$ cat src/rtl/cfg_router_defines.svh
// constants for the configuration access router
`ifndef CFG_ROUTER_DEFINES_SVH
`define CFG_ROUTER_DEFINES_SVH
`define ADDR_PORT_IO 16'h0cf8
`define DATA_PORT_IO 16'h0cfc
`define ADDR_PORT_RESET 32'h0000_0000
`define ADDR_PORT_WMASK 32'h80ff_fffc
`define ENABLE_BIT 31
`define BUS_HI 23
`define BUS_LO 16
`define DEV_HI 15
`define DEV_LO 11
`define FUNC_HI 10
`define FUNC_LO 8
`define REG_HI 7
`define REG_LO 2
`define BE_DWORD 4'hf
`define BUS_ZERO 8'h00
`define FUNC_ZERO 3'h0
`define DEV_HOST 5'h00
`define DEV_GFX 5'h01
`define BUSNUM_REG_IDX 6'h06
`define PRIMARY_BUS 8'h00
`define BYTE_RESET 8'h00
`define CYC_TYPE0 2'b00
`define CYC_TYPE1 2'b01
`define IGNORED_DATA 32'hffff_ffff
`define ZERO_WORD 32'h0000_0000
`define IO_ADDR_PAD 16'h0000
`define CFG_ADDR_PAD 8'h00
`endif

$ cat src/rtl/cfg_router_pkg.sv
// types shared by the configuration access router
package cfg_router_pkg;
   typedef enum logic [1:0] {
      ST_IDLE = 2'b00,
      ST_LOCAL = 2'b01,
      ST_FWD = 2'b10,
      ST_RESP = 2'b11
   } router_state_t;
   typedef enum logic [1:0] {
      KIND_IO = 2'b00,
      KIND_CFG0 = 2'b01,
      KIND_CFG1 = 2'b10
   } fwd_kind_t;
endpackage : cfg_router_pkg

$ cat src/rtl/cfg_fwd_if.sv
// request and answer bundle between the router and one downstream port
`timescale 1ns/1ns
interface cfg_fwd_if;
   logic start;
   cfg_router_pkg::fwd_kind_t kind;
   logic write;
   logic [31:0] addr;
   logic [3:0] be;
   logic [31:0] wdata;
   logic done;
   logic [31:0] rdata;
   modport ctl (output start, output kind, output write, output addr, output be, output wdata,
                input done, input rdata);
   modport port (input start, input kind, input write, input addr, input be, input wdata,
                 output done, output rdata);
endinterface : cfg_fwd_if

$ cat src/rtl/fwd_port.sv
// one downstream port: holds a forwarded cycle until the far side completes it
`timescale 1ns/1ns
`include "cfg_router_defines.svh"
module fwd_port (
   input wire logic clk,
   input wire logic rst_n,
   cfg_fwd_if.port req,
   output logic dn_valid,
   output cfg_router_pkg::fwd_kind_t dn_kind,
   output logic dn_write,
   output logic [31:0] dn_addr,
   output logic [3:0] dn_be,
   output logic [31:0] dn_wdata,
   input wire logic dn_done,
   input wire logic [31:0] dn_rdata
);
   logic busy_r, busy_nxt;
   logic done_r, done_nxt;
   cfg_router_pkg::fwd_kind_t kind_r, kind_nxt;
   logic write_r, write_nxt;
   logic [31:0] addr_r, addr_nxt;
   logic [3:0] be_r, be_nxt;
   logic [31:0] wdata_r, wdata_nxt;
   logic [31:0] rdata_r, rdata_nxt;

   // capture on start, release on the far side's done
   always_comb begin
      busy_nxt = busy_r;
      done_nxt = 1'b0;
      kind_nxt = kind_r;
      write_nxt = write_r;
      addr_nxt = addr_r;
      be_nxt = be_r;
      wdata_nxt = wdata_r;
      rdata_nxt = rdata_r;
      if (busy_r) begin
         if (dn_done) begin
            busy_nxt = 1'b0;
            done_nxt = 1'b1;
            rdata_nxt = dn_rdata;
         end
      end else if (req.start) begin
         busy_nxt = 1'b1;
         kind_nxt = req.kind;
         write_nxt = req.write;
         addr_nxt = req.addr;
         be_nxt = req.be;
         wdata_nxt = req.wdata;
      end
   end

   always_ff @(posedge clk or negedge rst_n) begin
      if (!rst_n) begin
         busy_r <= 1'b0;
         done_r <= 1'b0;
         kind_r <= cfg_router_pkg::KIND_IO;
         write_r <= 1'b0;
         addr_r <= `ZERO_WORD;
         be_r <= 4'h0;
         wdata_r <= `ZERO_WORD;
         rdata_r <= `ZERO_WORD;
      end else begin
         busy_r <= busy_nxt;
         done_r <= done_nxt;
         kind_r <= kind_nxt;
         write_r <= write_nxt;
         addr_r <= addr_nxt;
         be_r <= be_nxt;
         wdata_r <= wdata_nxt;
         rdata_r <= rdata_nxt;
      end
   end

   // a done seen outside a cycle is ignored, so a stray strobe cannot fake an answer
   assign dn_valid = busy_r;
   assign dn_kind = kind_r;
   assign dn_write = write_r;
   assign dn_addr = addr_r;
   assign dn_be = be_r;
   assign dn_wdata = wdata_r;
   assign req.done = done_r;
   assign req.rdata = rdata_r;
endmodule : fwd_port

$ cat src/rtl/bus_number_regs.sv
// bus number dword of the graphics bridge: primary, secondary, highest bus id, latency
`timescale 1ns/1ns
`include "cfg_router_defines.svh"
module bus_number_regs (
   input wire logic clk,
   input wire logic rst_n,
   input wire logic wr,
   input wire logic [3:0] be,
   input wire logic [31:0] wdata,
   output logic [31:0] rdata,
   output logic [7:0] secondary_bus,
   output logic [7:0] highest_bus_id
);
   logic [7:0] sec_r, sec_nxt;
   logic [7:0] sub_r, sub_nxt;
   logic [7:0] lat_r, lat_nxt;

   // byte lanes land little-endian; lane 0 is the fixed primary number
   always_comb begin
      sec_nxt = sec_r;
      sub_nxt = sub_r;
      lat_nxt = lat_r;
      if (wr && be[1]) sec_nxt = wdata[15:8];
      if (wr && be[2]) sub_nxt = wdata[23:16];
      if (wr && be[3]) lat_nxt = wdata[31:24];
   end

   always_ff @(posedge clk or negedge rst_n) begin
      if (!rst_n) begin
         sec_r <= `BYTE_RESET;
         sub_r <= `BYTE_RESET;
         lat_r <= `BYTE_RESET;
      end else begin
         sec_r <= sec_nxt;
         sub_r <= sub_nxt;
         lat_r <= lat_nxt;
      end
   end

   // primary bus number reads as zero and ignores writes
   assign rdata = {lat_r, sub_r, sec_r, `PRIMARY_BUS};
   assign secondary_bus = sec_r;
   assign highest_bus_id = sub_r;
endmodule : bus_number_regs

$ cat src/rtl/pci_config_access_router.sv
// configuration access router: address port, data window and cycle routing
`timescale 1ns/1ns
`include "cfg_router_defines.svh"
module pci_config_access_router (
   input wire logic clk,
   input wire logic rst_n,
   input wire logic io_req,
   input wire logic io_write,
   input wire logic [15:0] io_addr,
   input wire logic [3:0] io_be,
   input wire logic [31:0] io_wdata,
   output logic io_ack,
   output logic [31:0] io_rdata,
   input wire logic [1:0] dev_enable,
   output logic loc_req,
   output logic loc_write,
   output logic [4:0] loc_dev,
   output logic [5:0] loc_reg,
   output logic [3:0] loc_be,
   output logic [31:0] loc_wdata,
   input wire logic loc_ack,
   input wire logic [31:0] loc_rdata,
   output logic south_hub_link_valid,
   output cfg_router_pkg::fwd_kind_t south_hub_link_kind,
   output logic south_hub_link_write,
   output logic [31:0] south_hub_link_addr,
   output logic [3:0] south_hub_link_be,
   output logic [31:0] south_hub_link_wdata,
   input wire logic south_hub_link_done,
   input wire logic [31:0] south_hub_link_rdata,
   output logic gfx_valid,
   output cfg_router_pkg::fwd_kind_t gfx_kind,
   output logic gfx_write,
   output logic [31:0] gfx_addr,
   output logic [3:0] gfx_be,
   output logic [31:0] gfx_wdata,
   input wire logic gfx_done,
   input wire logic [31:0] gfx_rdata
);
   // ----------------------------------------------------------------
   // helpers
   // ----------------------------------------------------------------
   // dword match of an io address against a port base
   function automatic logic dword_hit(input logic [15:0] a, input logic [15:0] base);
      dword_hit = (a[15:2] == base[15:2]);
   endfunction : dword_hit

   // config address passed downstream with the cycle type in the low bits
   function automatic logic [31:0] cfg_word(input logic [31:0] ap, input logic [1:0] typ);
      cfg_word = {`CFG_ADDR_PAD, ap[`BUS_HI:`REG_LO], typ};
   endfunction : cfg_word

   // ----------------------------------------------------------------
   // state
   // ----------------------------------------------------------------
   cfg_router_pkg::router_state_t state_r, state_nxt;
   logic [31:0] addr_port_r, addr_port_nxt;
   logic [31:0] rdata_r, rdata_nxt;
   logic gfx_sel_r, gfx_sel_nxt;
   logic write_r, write_nxt;
   logic [3:0] be_r, be_nxt;
   logic [31:0] wdata_r, wdata_nxt;
   logic [4:0] dev_r, dev_nxt;
   logic [5:0] reg_r, reg_nxt;

   cfg_fwd_if hub_if ();
   cfg_fwd_if gfx_if ();

   logic bn_wr;
   logic [31:0] bn_rdata;
   logic [7:0] sec_bus;
   logic [7:0] hi_bus;

   // decoded fields of the address port
   logic cfg_en;
   logic [7:0] bus_num;
   logic [4:0] dev_num;
   logic [2:0] func_num;
   logic [5:0] reg_num;
   assign cfg_en = addr_port_r[`ENABLE_BIT];
   assign bus_num = addr_port_r[`BUS_HI:`BUS_LO];
   assign dev_num = addr_port_r[`DEV_HI:`DEV_LO];
   assign func_num = addr_port_r[`FUNC_HI:`FUNC_LO];
   assign reg_num = addr_port_r[`REG_HI:`REG_LO];

   bus_number_regs u_bus_regs (
      .clk(clk),
      .rst_n(rst_n),
      .wr(bn_wr),
      .be(io_be),
      .wdata(io_wdata),
      .rdata(bn_rdata),
      .secondary_bus(sec_bus),
      .highest_bus_id(hi_bus)
   );

   fwd_port u_hub_port (
      .clk(clk),
      .rst_n(rst_n),
      .req(hub_if),
      .dn_valid(south_hub_link_valid),
      .dn_kind(south_hub_link_kind),
      .dn_write(south_hub_link_write),
      .dn_addr(south_hub_link_addr),
      .dn_be(south_hub_link_be),
      .dn_wdata(south_hub_link_wdata),
      .dn_done(south_hub_link_done),
      .dn_rdata(south_hub_link_rdata)
   );

   fwd_port u_gfx_port (
      .clk(clk),
      .rst_n(rst_n),
      .req(gfx_if),
      .dn_valid(gfx_valid),
      .dn_kind(gfx_kind),
      .dn_write(gfx_write),
      .dn_addr(gfx_addr),
      .dn_be(gfx_be),
      .dn_wdata(gfx_wdata),
      .dn_done(gfx_done),
      .dn_rdata(gfx_rdata)
   );

   // ----------------------------------------------------------------
   // routing decision and sequencing
   // ----------------------------------------------------------------
   // one request at a time; io_req outside idle is not looked at
   always_comb begin
      state_nxt = state_r;
      addr_port_nxt = addr_port_r;
      rdata_nxt = rdata_r;
      gfx_sel_nxt = gfx_sel_r;
      write_nxt = write_r;
      be_nxt = be_r;
      wdata_nxt = wdata_r;
      dev_nxt = dev_r;
      reg_nxt = reg_r;
      bn_wr = 1'b0;
      hub_if.start = 1'b0;
      hub_if.kind = cfg_router_pkg::KIND_IO;
      hub_if.write = io_write;
      hub_if.addr = {`IO_ADDR_PAD, io_addr};
      hub_if.be = io_be;
      hub_if.wdata = io_wdata;
      gfx_if.start = 1'b0;
      gfx_if.kind = cfg_router_pkg::KIND_CFG0;
      gfx_if.write = io_write;
      gfx_if.addr = cfg_word(addr_port_r, `CYC_TYPE0);
      gfx_if.be = io_be;
      gfx_if.wdata = io_wdata;
      unique case (state_r)
         cfg_router_pkg::ST_IDLE: begin
            if (io_req) begin
               write_nxt = io_write;
               be_nxt = io_be;
               wdata_nxt = io_wdata;
               dev_nxt = dev_num;
               reg_nxt = reg_num;
               if (dword_hit(io_addr, `ADDR_PORT_IO) && io_be == `BE_DWORD) begin
                  // whole dword only; reserved bits are forced so no merge is needed
                  if (io_write) addr_port_nxt = io_wdata & `ADDR_PORT_WMASK;
                  rdata_nxt = addr_port_r;
                  state_nxt = cfg_router_pkg::ST_RESP;
               end else if (dword_hit(io_addr, `DATA_PORT_IO) && cfg_en) begin
                  if (bus_num == `BUS_ZERO) begin
                     if (dev_num == `DEV_HOST || dev_num == `DEV_GFX) begin
                        if (!dev_enable[dev_num[0]]) begin
                           hub_if.start = 1'b1;
                           hub_if.kind = cfg_router_pkg::KIND_CFG0;
                           hub_if.addr = cfg_word(addr_port_r, `CYC_TYPE0);
                           gfx_sel_nxt = 1'b0;
                           state_nxt = cfg_router_pkg::ST_FWD;
                        end else if (func_num != `FUNC_ZERO) begin
                           rdata_nxt = `IGNORED_DATA;
                           state_nxt = cfg_router_pkg::ST_RESP;
                        end else if (dev_num == `DEV_GFX && reg_num == `BUSNUM_REG_IDX) begin
                           bn_wr = io_write;
                           rdata_nxt = bn_rdata;
                           state_nxt = cfg_router_pkg::ST_RESP;
                        end else begin
                           state_nxt = cfg_router_pkg::ST_LOCAL;
                        end
                     end else begin
                        hub_if.start = 1'b1;
                        hub_if.kind = cfg_router_pkg::KIND_CFG0;
                        hub_if.addr = cfg_word(addr_port_r, `CYC_TYPE0);
                        gfx_sel_nxt = 1'b0;
                        state_nxt = cfg_router_pkg::ST_FWD;
                     end
                  end else if (bus_num == sec_bus) begin
                     gfx_if.start = 1'b1;
                     gfx_sel_nxt = 1'b1;
                     state_nxt = cfg_router_pkg::ST_FWD;
                  end else if (bus_num > sec_bus && bus_num <= hi_bus) begin
                     gfx_if.start = 1'b1;
                     gfx_if.kind = cfg_router_pkg::KIND_CFG1;
                     gfx_if.addr = cfg_word(addr_port_r, `CYC_TYPE1);
                     gfx_sel_nxt = 1'b1;
                     state_nxt = cfg_router_pkg::ST_FWD;
                  end else begin
                     hub_if.start = 1'b1;
                     hub_if.kind = cfg_router_pkg::KIND_CFG1;
                     hub_if.addr = cfg_word(addr_port_r, `CYC_TYPE1);
                     gfx_sel_nxt = 1'b0;
                     state_nxt = cfg_router_pkg::ST_FWD;
                  end
               end else begin
                  // partial address-port access, disabled window, or any other io
                  hub_if.start = 1'b1;
                  gfx_sel_nxt = 1'b0;
                  state_nxt = cfg_router_pkg::ST_FWD;
               end
            end
         end
         cfg_router_pkg::ST_LOCAL: begin
            // reserved locations answer whatever the register file returns
            if (loc_ack) begin
               rdata_nxt = loc_rdata;
               state_nxt = cfg_router_pkg::ST_RESP;
            end
         end
         cfg_router_pkg::ST_FWD: begin
            if (gfx_sel_r ? gfx_if.done : hub_if.done) begin
               rdata_nxt = gfx_sel_r ? gfx_if.rdata : hub_if.rdata;
               state_nxt = cfg_router_pkg::ST_RESP;
            end
         end
         cfg_router_pkg::ST_RESP: begin
            state_nxt = cfg_router_pkg::ST_IDLE;
         end
      endcase
   end

   always_ff @(posedge clk or negedge rst_n) begin
      if (!rst_n) begin
         state_r <= cfg_router_pkg::ST_IDLE;
         addr_port_r <= `ADDR_PORT_RESET;
         rdata_r <= `ZERO_WORD;
         gfx_sel_r <= 1'b0;
         write_r <= 1'b0;
         be_r <= 4'h0;
         wdata_r <= `ZERO_WORD;
         dev_r <= `DEV_HOST;
         reg_r <= 6'h00;
      end else begin
         state_r <= state_nxt;
         addr_port_r <= addr_port_nxt;
         rdata_r <= rdata_nxt;
         gfx_sel_r <= gfx_sel_nxt;
         write_r <= write_nxt;
         be_r <= be_nxt;
         wdata_r <= wdata_nxt;
         dev_r <= dev_nxt;
         reg_r <= reg_nxt;
      end
   end

   // ----------------------------------------------------------------
   // outputs
   // ----------------------------------------------------------------
   // lanes keep their byte positions, so byte 0 is the least significant
   assign io_ack = (state_r == cfg_router_pkg::ST_RESP);
   assign io_rdata = rdata_r;
   assign loc_req = (state_r == cfg_router_pkg::ST_LOCAL);
   assign loc_write = write_r;
   assign loc_dev = dev_r;
   assign loc_reg = reg_r;
   assign loc_be = be_r;
   assign loc_wdata = wdata_r;
endmodule : pci_config_access_router

$ cat config.mk
export PLATFORM = sky130hd
export DESIGN_NAME = pci_config_access_router
export DESIGN_NICKNAME = d
export VERILOG_FILES = /design/src/rtl/cfg_router_pkg.sv /design/src/rtl/cfg_fwd_if.sv /design/src/rtl/fwd_port.sv /design/src/rtl/bus_number_regs.sv /design/src/rtl/pci_config_access_router.sv
export VERILOG_INCLUDE_DIRS = /design/src /design/src/rtl
export SDC_FILE = /design/constraint.sdc
export NUM_CORES = 1
export LEC_CHECK = 0
export BUFFER_PORTS_ARGS = -buffer_cell sky130_fd_sc_hd__buf_4
export CAP_MARGIN = 15
export CORE_MARGIN = 10
export CORE_UTILIZATION = 25
export CTS_CLUSTER_DIAMETER = 100
export CTS_CLUSTER_SIZE = 12
export DETAILED_ROUTE_END_ITERATION = 12
export PLACE_DENSITY = 0.45
export SLEW_MARGIN = 25
export SYNTH_ARGS = -nofsm -noshare
export SYNTH_HDL_FRONTEND = slang
export SYNTH_HIERARCHICAL = 1
export SYNTH_SLANG_ARGS = --single-unit
$ cat constraint.sdc
create_clock -name clk -period 5.75 [get_ports clk]
set_input_delay 0.2875 -clock clk [delete_from_list [all_inputs] [get_ports clk]]
set_output_delay 0.2875 -clock clk [all_outputs]
set_load 0.01 [all_outputs]
==> Word level (Yosys, flattened, before mapping) <==
Index checks and enable logic that the tools add are counted.
{ "totals": {"register_bits": 332, "input_bits": 157, "out_inout_bits": 226, "wordCells": 171} }
{ "classes": {"n_lt_le_gt_ge": 3, "n_eq_ne": 18, "muxes": 97, "n_bitwise": 3, "n_reduce_logical": 22} }
{ "op_table": {"columns": ["cell", "count"], "rows": [
  ["$mux 32", 16],
  ["$mux 24", 4],
  ["$pmux 32 s3", 1],
  ["$mux 1", 50],
  ["$mux 2", 25],
  ["$eq 14x10->1 const B", 2],
  ["$ne 3x3->1 const B", 4],
  ["$reduce_and 2->1", 5],
  ["$reduce_and 9->1", 1],
  ["$eq 8x8->1", 1],
  ["$gt 8x8->1", 1],
  ["$le 8x8->1", 1],
  ["$logic_not 8->1", 1],
  ["$ne 4x4->1 const B", 2],
  ["$pmux 2 s4", 1],
  ["$reduce_and 4->1", 2],
  ["$logic_and 1x1->1", 7],
  ["$eq 6x3->1 const B", 1],
  ["$reduce_bool 3->1", 2],
  ["$eq 5x1->1 const B", 1],
  ["$logic_not 5->1", 1],
  ["$eq 2x2->1 const B", 2],
  ["$eq 4x4->1 const B", 1],
  ["$ne 2x2->1 const B", 2],
  ["7 further kinds", 9]
]} }

==> Depth between registers and ports, before layout <==
Gate-level depths: netlist (run 1).
{ "depth": {"word_depth": 12, "depth_mapped": 13, "ltp_nobuf": 10} }

==> Modules after synthesis <==
The synthesis (run 1) kept the hierarchy.
{ "modules_own_cells": {"columns": ["module", "instances", "cells_each", "area_per_inst_um2", "seq_area_each_um2"], "rows": [
  ["fwd_port", 2, 223, 4270.3, 2627.5],
  ["pci_config_access_router", 1, 576, 6302.3, 2652.5],
  ["bus_number_regs", 1, 76, 1073.5, 600.6]
]} }

==> Worst setup path before layout (run 1) <==
OpenSTA, ideal clock, no wires.
{ "synth_timing": {"path_type": "register to register", "start": "reg u_bus_regs.sec_r[1], in the netlist u_bus_regs/secondary_bus[1]", "end": "reg u_hub_port.addr_r[0], in the netlist u_hub_port/dn_addr[0]", "setup_ns": 0.125, "t_arrival_ns": 2.457, "required_ns": 5.625, "slack_ns": 3.168, "path_stages_with_launch": 14, "period_less_slack_ns": 2.582, "path_cell_list": "dfrtp_1 buf_4 inv_1 ha_1 nor2b_1 o211ai_1 a31oi_1 o21ai_0 nor3_1 nor2_1 nor2b_2 buf_12 buf_12 mux2_4"} }
{ "synth_via": {"elab_chain_cells": 10, "word_cells_on_any_way": 18, "classes_between": "order compare (1); eq/ne (1); mux (14); reduce/logical (2)"} }
{ "synth_rtl": {"columns": ["element", "line", "source"], "rows": [
  ["start, declared", "bus_number_regs.sv:14", "logic [7:0] sec_r, sec_nxt;"],
  ["start signal, assigned", "bus_number_regs.sv:30", "sec_r <= `BYTE_RESET;"],
  ["start signal, assigned", "bus_number_regs.sv:34", "sec_r <= sec_nxt;"],
  ["$gt 8x8->1", "pci_config_access_router.sv:195", "end else if (bus_num > sec_bus && bus_num <= hi_bus) begin"],
  ["$logic_and 1x1->1", "pci_config_access_router.sv:195", null],
  ["$mux 1", "pci_config_access_router.sv:195", null],
  ["$mux 1 (*)", "pci_config_access_router.sv:191", "end else if (bus_num == sec_bus) begin"],
  ["$mux 1 (*)", "pci_config_access_router.sv:166", "if (bus_num == `BUS_ZERO) begin"],
  ["$mux 1 (*)", "pci_config_access_router.sv:165", "end else if (dword_hit(io_addr, `DATA_PORT_IO) && cfg_en) begin"],
  ["$mux 1 (*)", "pci_config_access_router.sv:160", "if (dword_hit(io_addr, `ADDR_PORT_IO) && io_be == `BE_DWORD) begin"],
  ["$mux 1 (*)", "pci_config_access_router.sv:154", "if (io_req) begin"],
  ["$mux 1 (*)", "pci_config_access_router.sv:152", "unique case (state_r)"],
  ["named net hub_if.start", "cfg_fwd_if.sv:4", "logic start;"],
  ["$reduce_and 2->1 (no source line) (*)", null, null],
  ["end signal, assigned", "fwd_port.sv:58", "addr_r <= `ZERO_WORD;"],
  ["end signal, assigned", "fwd_port.sv:67", "addr_r <= addr_nxt;"],
  ["end, declared", "fwd_port.sv:21", "logic [31:0] addr_r, addr_nxt;"]
]} }
Mark *: on every way through the listed nets, which the timed path passes. The rest lies on a longest branch.
A chain may end at the register's enable or synchronous reset.

==> Worst setup path after layout (run 1) <==
{ "layout_timing": {"start": "reg state_r[0]", "end": "reg u_gfx_port.wdata_r[21], in the netlist u_gfx_port/dn_wdata[21]"} }
{ "layout_via": {"elab_chain_cells": 3} }
{ "layout_rtl": {"columns": ["element", "line", "source"], "rows": [
  ["start, declared", "pci_config_access_router.sv:56", "cfg_router_pkg::router_state_t state_r, state_nxt;"],
  ["start signal, assigned", "pci_config_access_router.sv:237", "state_r <= cfg_router_pkg::ST_IDLE;"],
  ["start signal, assigned", "pci_config_access_router.sv:247", "state_r <= state_nxt;"],
  ["$logic_not 2->1", "pci_config_access_router.sv:152", null],
  ["$mux 1", "pci_config_access_router.sv:152", null],
  ["named net gfx_if.start", "cfg_fwd_if.sv:4", null],
  ["$reduce_and 2->1 (no source line)", null, null],
  ["end signal, assigned", "fwd_port.sv:60", "wdata_r <= `ZERO_WORD;"],
  ["end signal, assigned", "fwd_port.sv:69", "wdata_r <= wdata_nxt;"],
  ["end, declared", "fwd_port.sv:23", "logic [31:0] wdata_r, wdata_nxt;"]
]} }
The timed path passes the listed nets, and every way through them passes these cells.

==> impl_results.md, run 1 <==
- Result of the run: completed
- Clock tree skew after final layout: 0.0312 ns
- RSZ-0062 raised after global routing: false
- Count of final setup violators: 0
- Largest net degree at the start of global routing: 153
- Gate count of the mapped netlist: 1,098
- Critical Setup Path Class: flip-flop to flip-flop
- Most used standard cells in the synthesized netlist: dfrtp_1, mux2_2, mux2_4
- CTS tree: done
- Layout cell share with drive strength beyond 1: 52.1%
- Number of distinct library cells after synthesis: 58
- Flip-flop and latch area: 8510 um^2
- Crit start category: flip-flop
- Share of synthesized area occupied by flip-flops and latches: 53.5%
- Largest area contributor in the synthesized netlist: dfrtp_1
- Worst rel slew slack: 33.1%
- Number of synthesized register bits: 340
- Sum Neg Setup Slack: 0 ns
- Max cap viols: 0
- Vias: 10,600
- DRC violations left: 0
- Largest cells by area after synthesis: dfrtp_1, mux2_2, mux2_4
- Async set-reset flop share out of synthesis: 100%
- Die Span X: 272 um
- Worst Setup Slack, final: 1.66 ns
- # clock sinks: 340
- Root cell of the clock tree: clkbuf_16
- Via count of the first global-routing pass: 11,600
- IO Port Bufs: 382
- Kind of capture point of the worst setup path: flip-flop
- Ports: 383
- Count of standard-cell rows: 92
- Static power due to leakage: 10.2 nW
- Overflow left after global routing: 0
- Via density per instance: 4.38
- Initial DRC count: 500
- Clock Latency Late Sink: 0.57 ns
- Detailed-routing iteration count for the pre-antenna-repair pass: 4
- Period utilisation layout: 71.2%
- CP Max Fanout: 52
- Worst Tran Pin Value: 1.00 ns
- Source of the worst register-to-register timing path: state_r[0]$_DFFE_PN0P_
- Max Clk Rate: 244 MHz
- First-pass GRT wire length: 82,900 um
- Source of the worst hold timing path: io_wdata[27]
- Peak supply drop: 0.287 mV
- Area share of the largest cell type after synthesis: 53.5%
- Remaining number of nets flagged by the antenna check after routing: 0
- Dpl ws: 1.60 ns
- Detailed placement HPWL: 41,000 um
- Area taken by multi-input logic gates: 6700 um^2
- Final Hold Vio Count: 0
- Post-CTS setup buffer count: 0
- Area added between synthesis and finish: 34.3%
- Number of fill cells: 6,317
- Dominant register cell in the synthesized netlist: dfrtp_1
- Global placer's final weighted congestion: 0.762
- Initial Utilization: 25.2%
- Routed length per placed instance: 23.2 um
- Time the worst path needs with I/O delays and setup: 4.09 ns
- Number of clock buffers inserted by TritonCTS: 36
- Maximum count of clock buffers along a single path: 3
- Number of hold buffers added after cts: 96
- Most common cell in the synthesized netlist: dfrtp_1
- Power per unit of standard cell area: 424 nW/um^2
- Count of H-tree levels built during CTS: 2
- WP data required: 6.17 ns
- Count of flip-flops with a built-in enable after synthesis: 0
- Final Routed Wirelength: 56,100 um
- Syn Std Cell Area: 15,900 um^2
- Placement Cell Area: 19,400 um^2
- Worst hold path class: input pin to flip-flop
- Floorplan die height: 272 um
- Synth Warn #: 6
- CTS clock-pin slew for the worst setup and hold paths: 0.07 ns
- Arrival time of data at the critical path endpoint: 4.52 ns
- Total number of nets in the final design: 1,739
- Initial antenna violation count: 4
- Start point of the critical path: state_r[0]$_DFFE_PN0P_
- Overall routing resource usage: 14.8%
- Synth Area per Inst: 14.5 um^2
- Post-route cell area: 21,400 um^2
- Placeable core region: 63,100 um^2
- Final slew viol count: 0
- Die ar.: 74,200 um^2
- Resize count post-CTS: 0
## area by class of cell
type                    count  share of cell area [%]
multi-input cells         668                    31.4
clock inverters             9                   0.539
diodes                      2                  0.0234
clock buffers              37                    4.23
flip-flops and latches    340                    39.8
repair buffers            492                    18.7
well taps                 846                    4.95
inverters                  23                   0.404
## worst max-delay path: stages (launching register included)
cell	delay [ns]
dfrtp_1	0.42
inv_1	0.16
ha_1	0.29
nand2_4	0.47
or4b_4	0.71
nor3b_1	0.30
nor2b_4	0.79
buf_12	0.36
mux2_4	0.34
## worst paths after layout
kind | endpoint | slack, ns | depth (start not counted)
setup / recovery | u_gfx_port/dn_wdata[21]$_DFFE_PN0P_ | 1.66 | 8
hold / removal | u_gfx_port/dn_wdata[27]$_DFFE_PN0P_ | 0.03 | 2
setup reg to reg | u_gfx_port/dn_wdata[21]$_DFFE_PN0P_ | 1.66 | 8
hold reg to reg | io_rdata[15]$_DFFE_PN0P_ | 0.47 | 1
max in group asynchronous | u_hub_port/req.rdata[2]$_DFFE_PN0P_ | 4.21 | 3
min in group asynchronous | loc_wdata[16]$_DFFE_PN0P_ | 0.28 | 2
## power by group
group          total (mW)  internal (mW)  switching [mW]
sequential           3.32           2.98           0.339
combinational        3.55           1.79            1.76
clock                2.19           1.18            1.01
## per-layer routing
metal  vias up  wire length, um  GRT usage [%]
met5         -               23              0
li1       4879                -              -
met3        57             3260           4.12
met2       240            25800           23.1
met1      5399            25900           19.9
met4         4             1080           3.55
## logic make-up after synthesis
family	count (synthesis)	share of synthesized area [%]
buffers and inverters	113	5.27
adder cells (fa/ha/maj)	21	1.65
flip-flops	340	53.5
AND/OR/NAND/NOR	136	4.95
AO/OA/AOI/OAI	153	7.77
multiplexers	333	26.9
other	2	0.0472
## metrics by stage
step | cells | total power, mW | utilization (%) | hold slack, ns
global placement | 2273 | 6.87 | 30.7 | 0.285
global route | 2417 | 9.62 | 33.9 | 0.00895
floorplan | 1121 | 5.41 | - | -0.00809
CTS | 2415 | 9.25 | 33.9 | 0.00209
finish | 2417 | 9.06 | 33.9 | 0.0317
detailed placement | 2273 | 6.93 | 30.7 | 0.288
## cell usage in the layout (no fill, tap or decap), drive strengths merged, types with 2 or more instances in the layout
cell and n:
a2111oi 21, a211oi 2, a21o 33, a21oi 9, a221oi 11, a22oi 22, a31o 4, and2 9
buf 396, clkbuf 37, clkinv 5, conb 25, dfrtp 340, diode 2, dlygate4sd3 96, ha 21
inv 26, mux2 332, nand2 30, nand3 3, nand4 8, nor2 10, nor2b 8, nor3 27
nor3b 5, nor4 24, o211ai 3, o21a 10, o21ai 28, o31ai 3, or2 3, or3 3
Note: power is estimated with default switching activity, not from simulation.
==> inputs of run 2 (changes only) <==
==> constraint.sdc (replaced) <==
create_clock -name clk -period 4.1 [get_ports clk]
set_input_delay 0.205 -clock clk [delete_from_list [all_inputs] [get_ports clk]]
set_output_delay 0.205 -clock clk [all_outputs]
set_load 0.01 [all_outputs]
==> run 2 against run 1 <==
  * Worst setup slack lost 1.0 ns
  * Combinational power grew 44%
  * Via count grew 1.7%
  * Flip-flop and latch count is the same
  * Core utilization grew 0.26 points
==> impl_results.md, run 2 (synthesis results as in run 1) <==
- Most common cell after layout, fill and taps aside: buf_4 (unchanged)
- End of the worst hold path: io_rdata[10]$_DFFE_PN0P_ (was u_gfx_port/dn_wdata[27]$_DFFE_PN0P_)
- Critical Setup Path Class: flip-flop to flip-flop (unchanged)
- Result of the run: completed (unchanged)
- Source of the worst hold timing path: loc_rdata[10] (was io_wdata[27])
- Max Clk Rate: 290 MHz (was 244 MHz)
- Int Power: 8.29 mW (was 5.95 mW)
- Source of the worst register-to-register timing path: addr_port_r[23]$_DFFE_PN0P_ (was state_r[0]$_DFFE_PN0P_)
- Net switching component of the power: 4.39 mW (was 3.11 mW)
- Capture instance of the worst register-to-register path: u_hub_port/dn_kind[0]$_DFFE_PN0P_ (was u_gfx_port/dn_wdata[21]$_DFFE_PN0P_)
- Crit-path cells: ha_1 > nand4_1 > nor2_1 > a211o_1 > a21oi_1 > nor3_1 > nor2_1 > nor2b_4 > buf_12 > mux2_2 (was inv_1 > ha_1 > nand2_4 > or4b_4 > nor3b_1 > nor2b_4 > buf_12 > mux2_4)
- Sequential fraction of design power: 36.5% (was 36.6%)
- Placeable core region: 63,100 um^2 (unchanged)
- Vias: 10,800 (was 10,600)
- Final slew viol count: 0 (unchanged)
- First-pass GRT wire length: 84,600 um (was 82,900 um)
- Most used cells in the layout excluding fill and tap cells: buf_4, dfrtp_1, mux2_2 (unchanged)
- # clock sinks: 340 (unchanged)
- Root cell of the clock tree: clkbuf_16 (unchanged)
- Worst-path cell with the longest stage delay: dfrtp_1 (was nor2b_4)
- Detailed placement HPWL: 41,400 um (was 41,000 um)
- Final Routed Wirelength: 57,500 um (was 56,100 um)
- Power per unit of standard cell area: 589 nW/um^2 (was 424 nW/um^2)
- Global placer's final weighted congestion: 0.763 (was 0.762)
- Detailed-routing iteration count for the pre-antenna-repair pass: 4 (unchanged)
- Arrival time of data at the critical path endpoint: 3.90 ns (was 4.52 ns)
- Post-CTS setup buffer count: 0 (unchanged)
- Maximum count of clock buffers along a single path: 3 (unchanged)
- Initial antenna violation count: 4 (unchanged)
- Proportion of power drawn by the clock network: 23.3% (was 24.2%)
- Via count of the first global-routing pass: 11,700 (was 11,600)
- Kind of capture point of the worst setup path: flip-flop (unchanged)
- Time the worst path needs with I/O delays and setup: 3.45 ns (was 4.09 ns)
- Routed length per placed instance: 23.6 um (was 23.2 um)
- Fin util: 34.1% (was 33.9%)
- Count of final setup violators: 0 (unchanged)
- Worst r2r path cells: 10 (was 8)
- Via density per instance: 4.42 (was 4.38)
- Number of clock buffers inserted by TritonCTS: 35 (was 36)
- CTS tree: done (unchanged)
- Largest net degree at the start of global routing: 104 (was 153)
- Worst rel slew slack: 34.4% (was 33.1%)
- Floorplan die height: 272 um (unchanged)
- RSZ-0062 raised after global routing: false (unchanged)
- CTS clock-pin slew for the worst setup and hold paths: 0.06 ns (was 0.07 ns)
- Reg-to-reg setup timing slack: 0.65 ns (was 1.66 ns)
- Resize count post-CTS: 0 (unchanged)
- Remaining number of nets flagged by the antenna check after routing: 0 (unchanged)
- Sum Neg Setup Slack: 0 ns (unchanged)
- Count of standard-cell rows: 92 (unchanged)
- Initial DRC count: 562 (was 500)
- Hold-critical path depth: 3 (was 2)
- Static power due to leakage: 10.3 nW (was 10.2 nW)
- Overall routing resource usage: 15.2% (was 14.8%)
- Comb pwr share: 40.3% (was 39.2%)
- CP Max Fanout: 71 (was 52)
- Max cap viols: 0 (unchanged)
- Ports: 383 (unchanged)
- Worst Tran Pin Value: 0.982 ns (was 1.00 ns)
- Final Hold Vio Count: 0 (unchanged)
- Placement Cell Area: 19,400 um^2 (about the same)
- Worst hold path class: input pin to flip-flop (unchanged)
- Peak supply drop: 0.287 mV (about the same)
- Clock Latency Late Sink: 0.56 ns (was 0.57 ns)
- Number of standard cells in the final layout excluding fillers: 2,437 (was 2,417)
- Overflow left after global routing: 0 (unchanged)
- Hold slack: 0.0632 ns (was 0.0317 ns)
- Cell type with the highest occurrence count on the critical path: nor2_1
- Initial Utilization: 25.2% (unchanged)
- Count of H-tree levels built during CTS: 2 (unchanged)
- Post-route cell area: 21,500 um^2 (was 21,400 um^2)
- WP data required: 4.55 ns (was 6.17 ns)
- Crit start category: flip-flop (unchanged)
- Die ar.: 74,200 um^2 (unchanged)
- Clock tree skew after final layout: 0.0150 ns (was 0.0312 ns)
- IO Port Bufs: 382 (unchanged)
- Post-placement cell count: 2,278 (was 2,273)
- DRC violations left: 0 (unchanged)
- Die Span X: 272 um (unchanged)
- Crit-path max cell delay: 0.46 ns (was 0.79 ns)
- Layout cell share with drive strength beyond 1: 51.6% (was 52.1%)
- Area added between synthesis and finish: 35.3% (was 34.3%)
- Period utilisation layout: 84.1% (was 71.2%)
- Total number of nets in the final design: 1,762 (was 1,739)
- Sw frac: 34.6% (was 34.3%)
## run 2: cell count changes in the layout (fill, tap and decap cells not counted), moves of 2 or more
cell	delta
buf_4	+4
clkinv_2	-2
clkinv_8	-3
clkinvlp_4	+2
dlygate4sd3_1	+19
## run 2: through the flow
step	total power, mW	setup slack, ns
2_1_floorplan	7.59	1.52
6_report	12.7	0.653
3_3_place_gp	9.74	0.667
5_1_grt	13.5	0.427
4_1_cts	13.0	0.635
3_5_place_dp	9.80	0.674
## run 2: worst max path at each step
| stage | startpoint | to | slack [ns] | cells after the start |
|---|---|---|---|---|
| floorplan | u_bus_regs/secondary_bus[1]$_DFFE_PN0P_ | u_hub_port/dn_addr[0]$_DFFE_PN0P_ | 1.52 | 13 |
| global placement | u_bus_regs/secondary_bus[1]$_DFFE_PN0P_ | u_hub_port/dn_kind[0]$_DFFE_PN0P_ | 0.67 | 11 |
| detailed placement | addr_port_r[23]$_DFFE_PN0P_ | u_hub_port/dn_kind[0]$_DFFE_PN0P_ | 0.67 | 10 |
| CTS | addr_port_r[23]$_DFFE_PN0P_ | u_hub_port/dn_kind[0]$_DFFE_PN0P_ | 0.64 | 10 |
| global route | addr_port_r[23]$_DFFE_PN0P_ | u_hub_port/dn_kind[0]$_DFFE_PN0P_ | 0.43 | 10 |
| finish | addr_port_r[23]$_DFFE_PN0P_ | u_hub_port/dn_kind[0]$_DFFE_PN0P_ | 0.65 | 10 |
## run 2: area by class of cell
type	instances	area, um^2
clock buffer	37	893
sequential	340	8510
antenna	1	2.50
inverter	23	86.3
timing repair buffer	516	4230
tap	846	1060
clock inverter	6	50.0
multi-input combinational	668	6700
fill	6323	41500
## run 2: routing by layer
layer	up-vias	track usage [%]	part of all wire [%]
met4	6	3.79	1.9
li1	4941	-	-
met1	5467	20.0	44
met5	-	0	0.059
met3	65	4.71	7.3
met2	282	23.9	46
## run 2: power groups by stage
stage / sequential [mW] / combinational [mW] / clock [mW]
after floorplan: 4.90 / 2.69 / 0
after global placement: 4.65 / 5.09 / 0
after detailed placement: 4.67 / 5.13 / 0
after CTS: 4.63 / 5.23 / 3.12
after global routing: 4.73 / 5.53 / 3.23
final: 4.62 / 5.11 / 2.95
## run 2: timing repair
action,in CTS,in global routing
hold buffers,115,0
hold endpoints to repair,329,0
setup endpoints to repair,0,0
## run 2: worst max-delay path: cells and delay by family, from the launching register on
family / cells / cell delay (ns)
compound gates: 2 / 0.64
flops: 1 / 0.46
simple gates: 5 / 0.89
fa+ha+maj: 1 / 0.36
mux: 1 / 0.40
buf+inv: 1 / 0.42
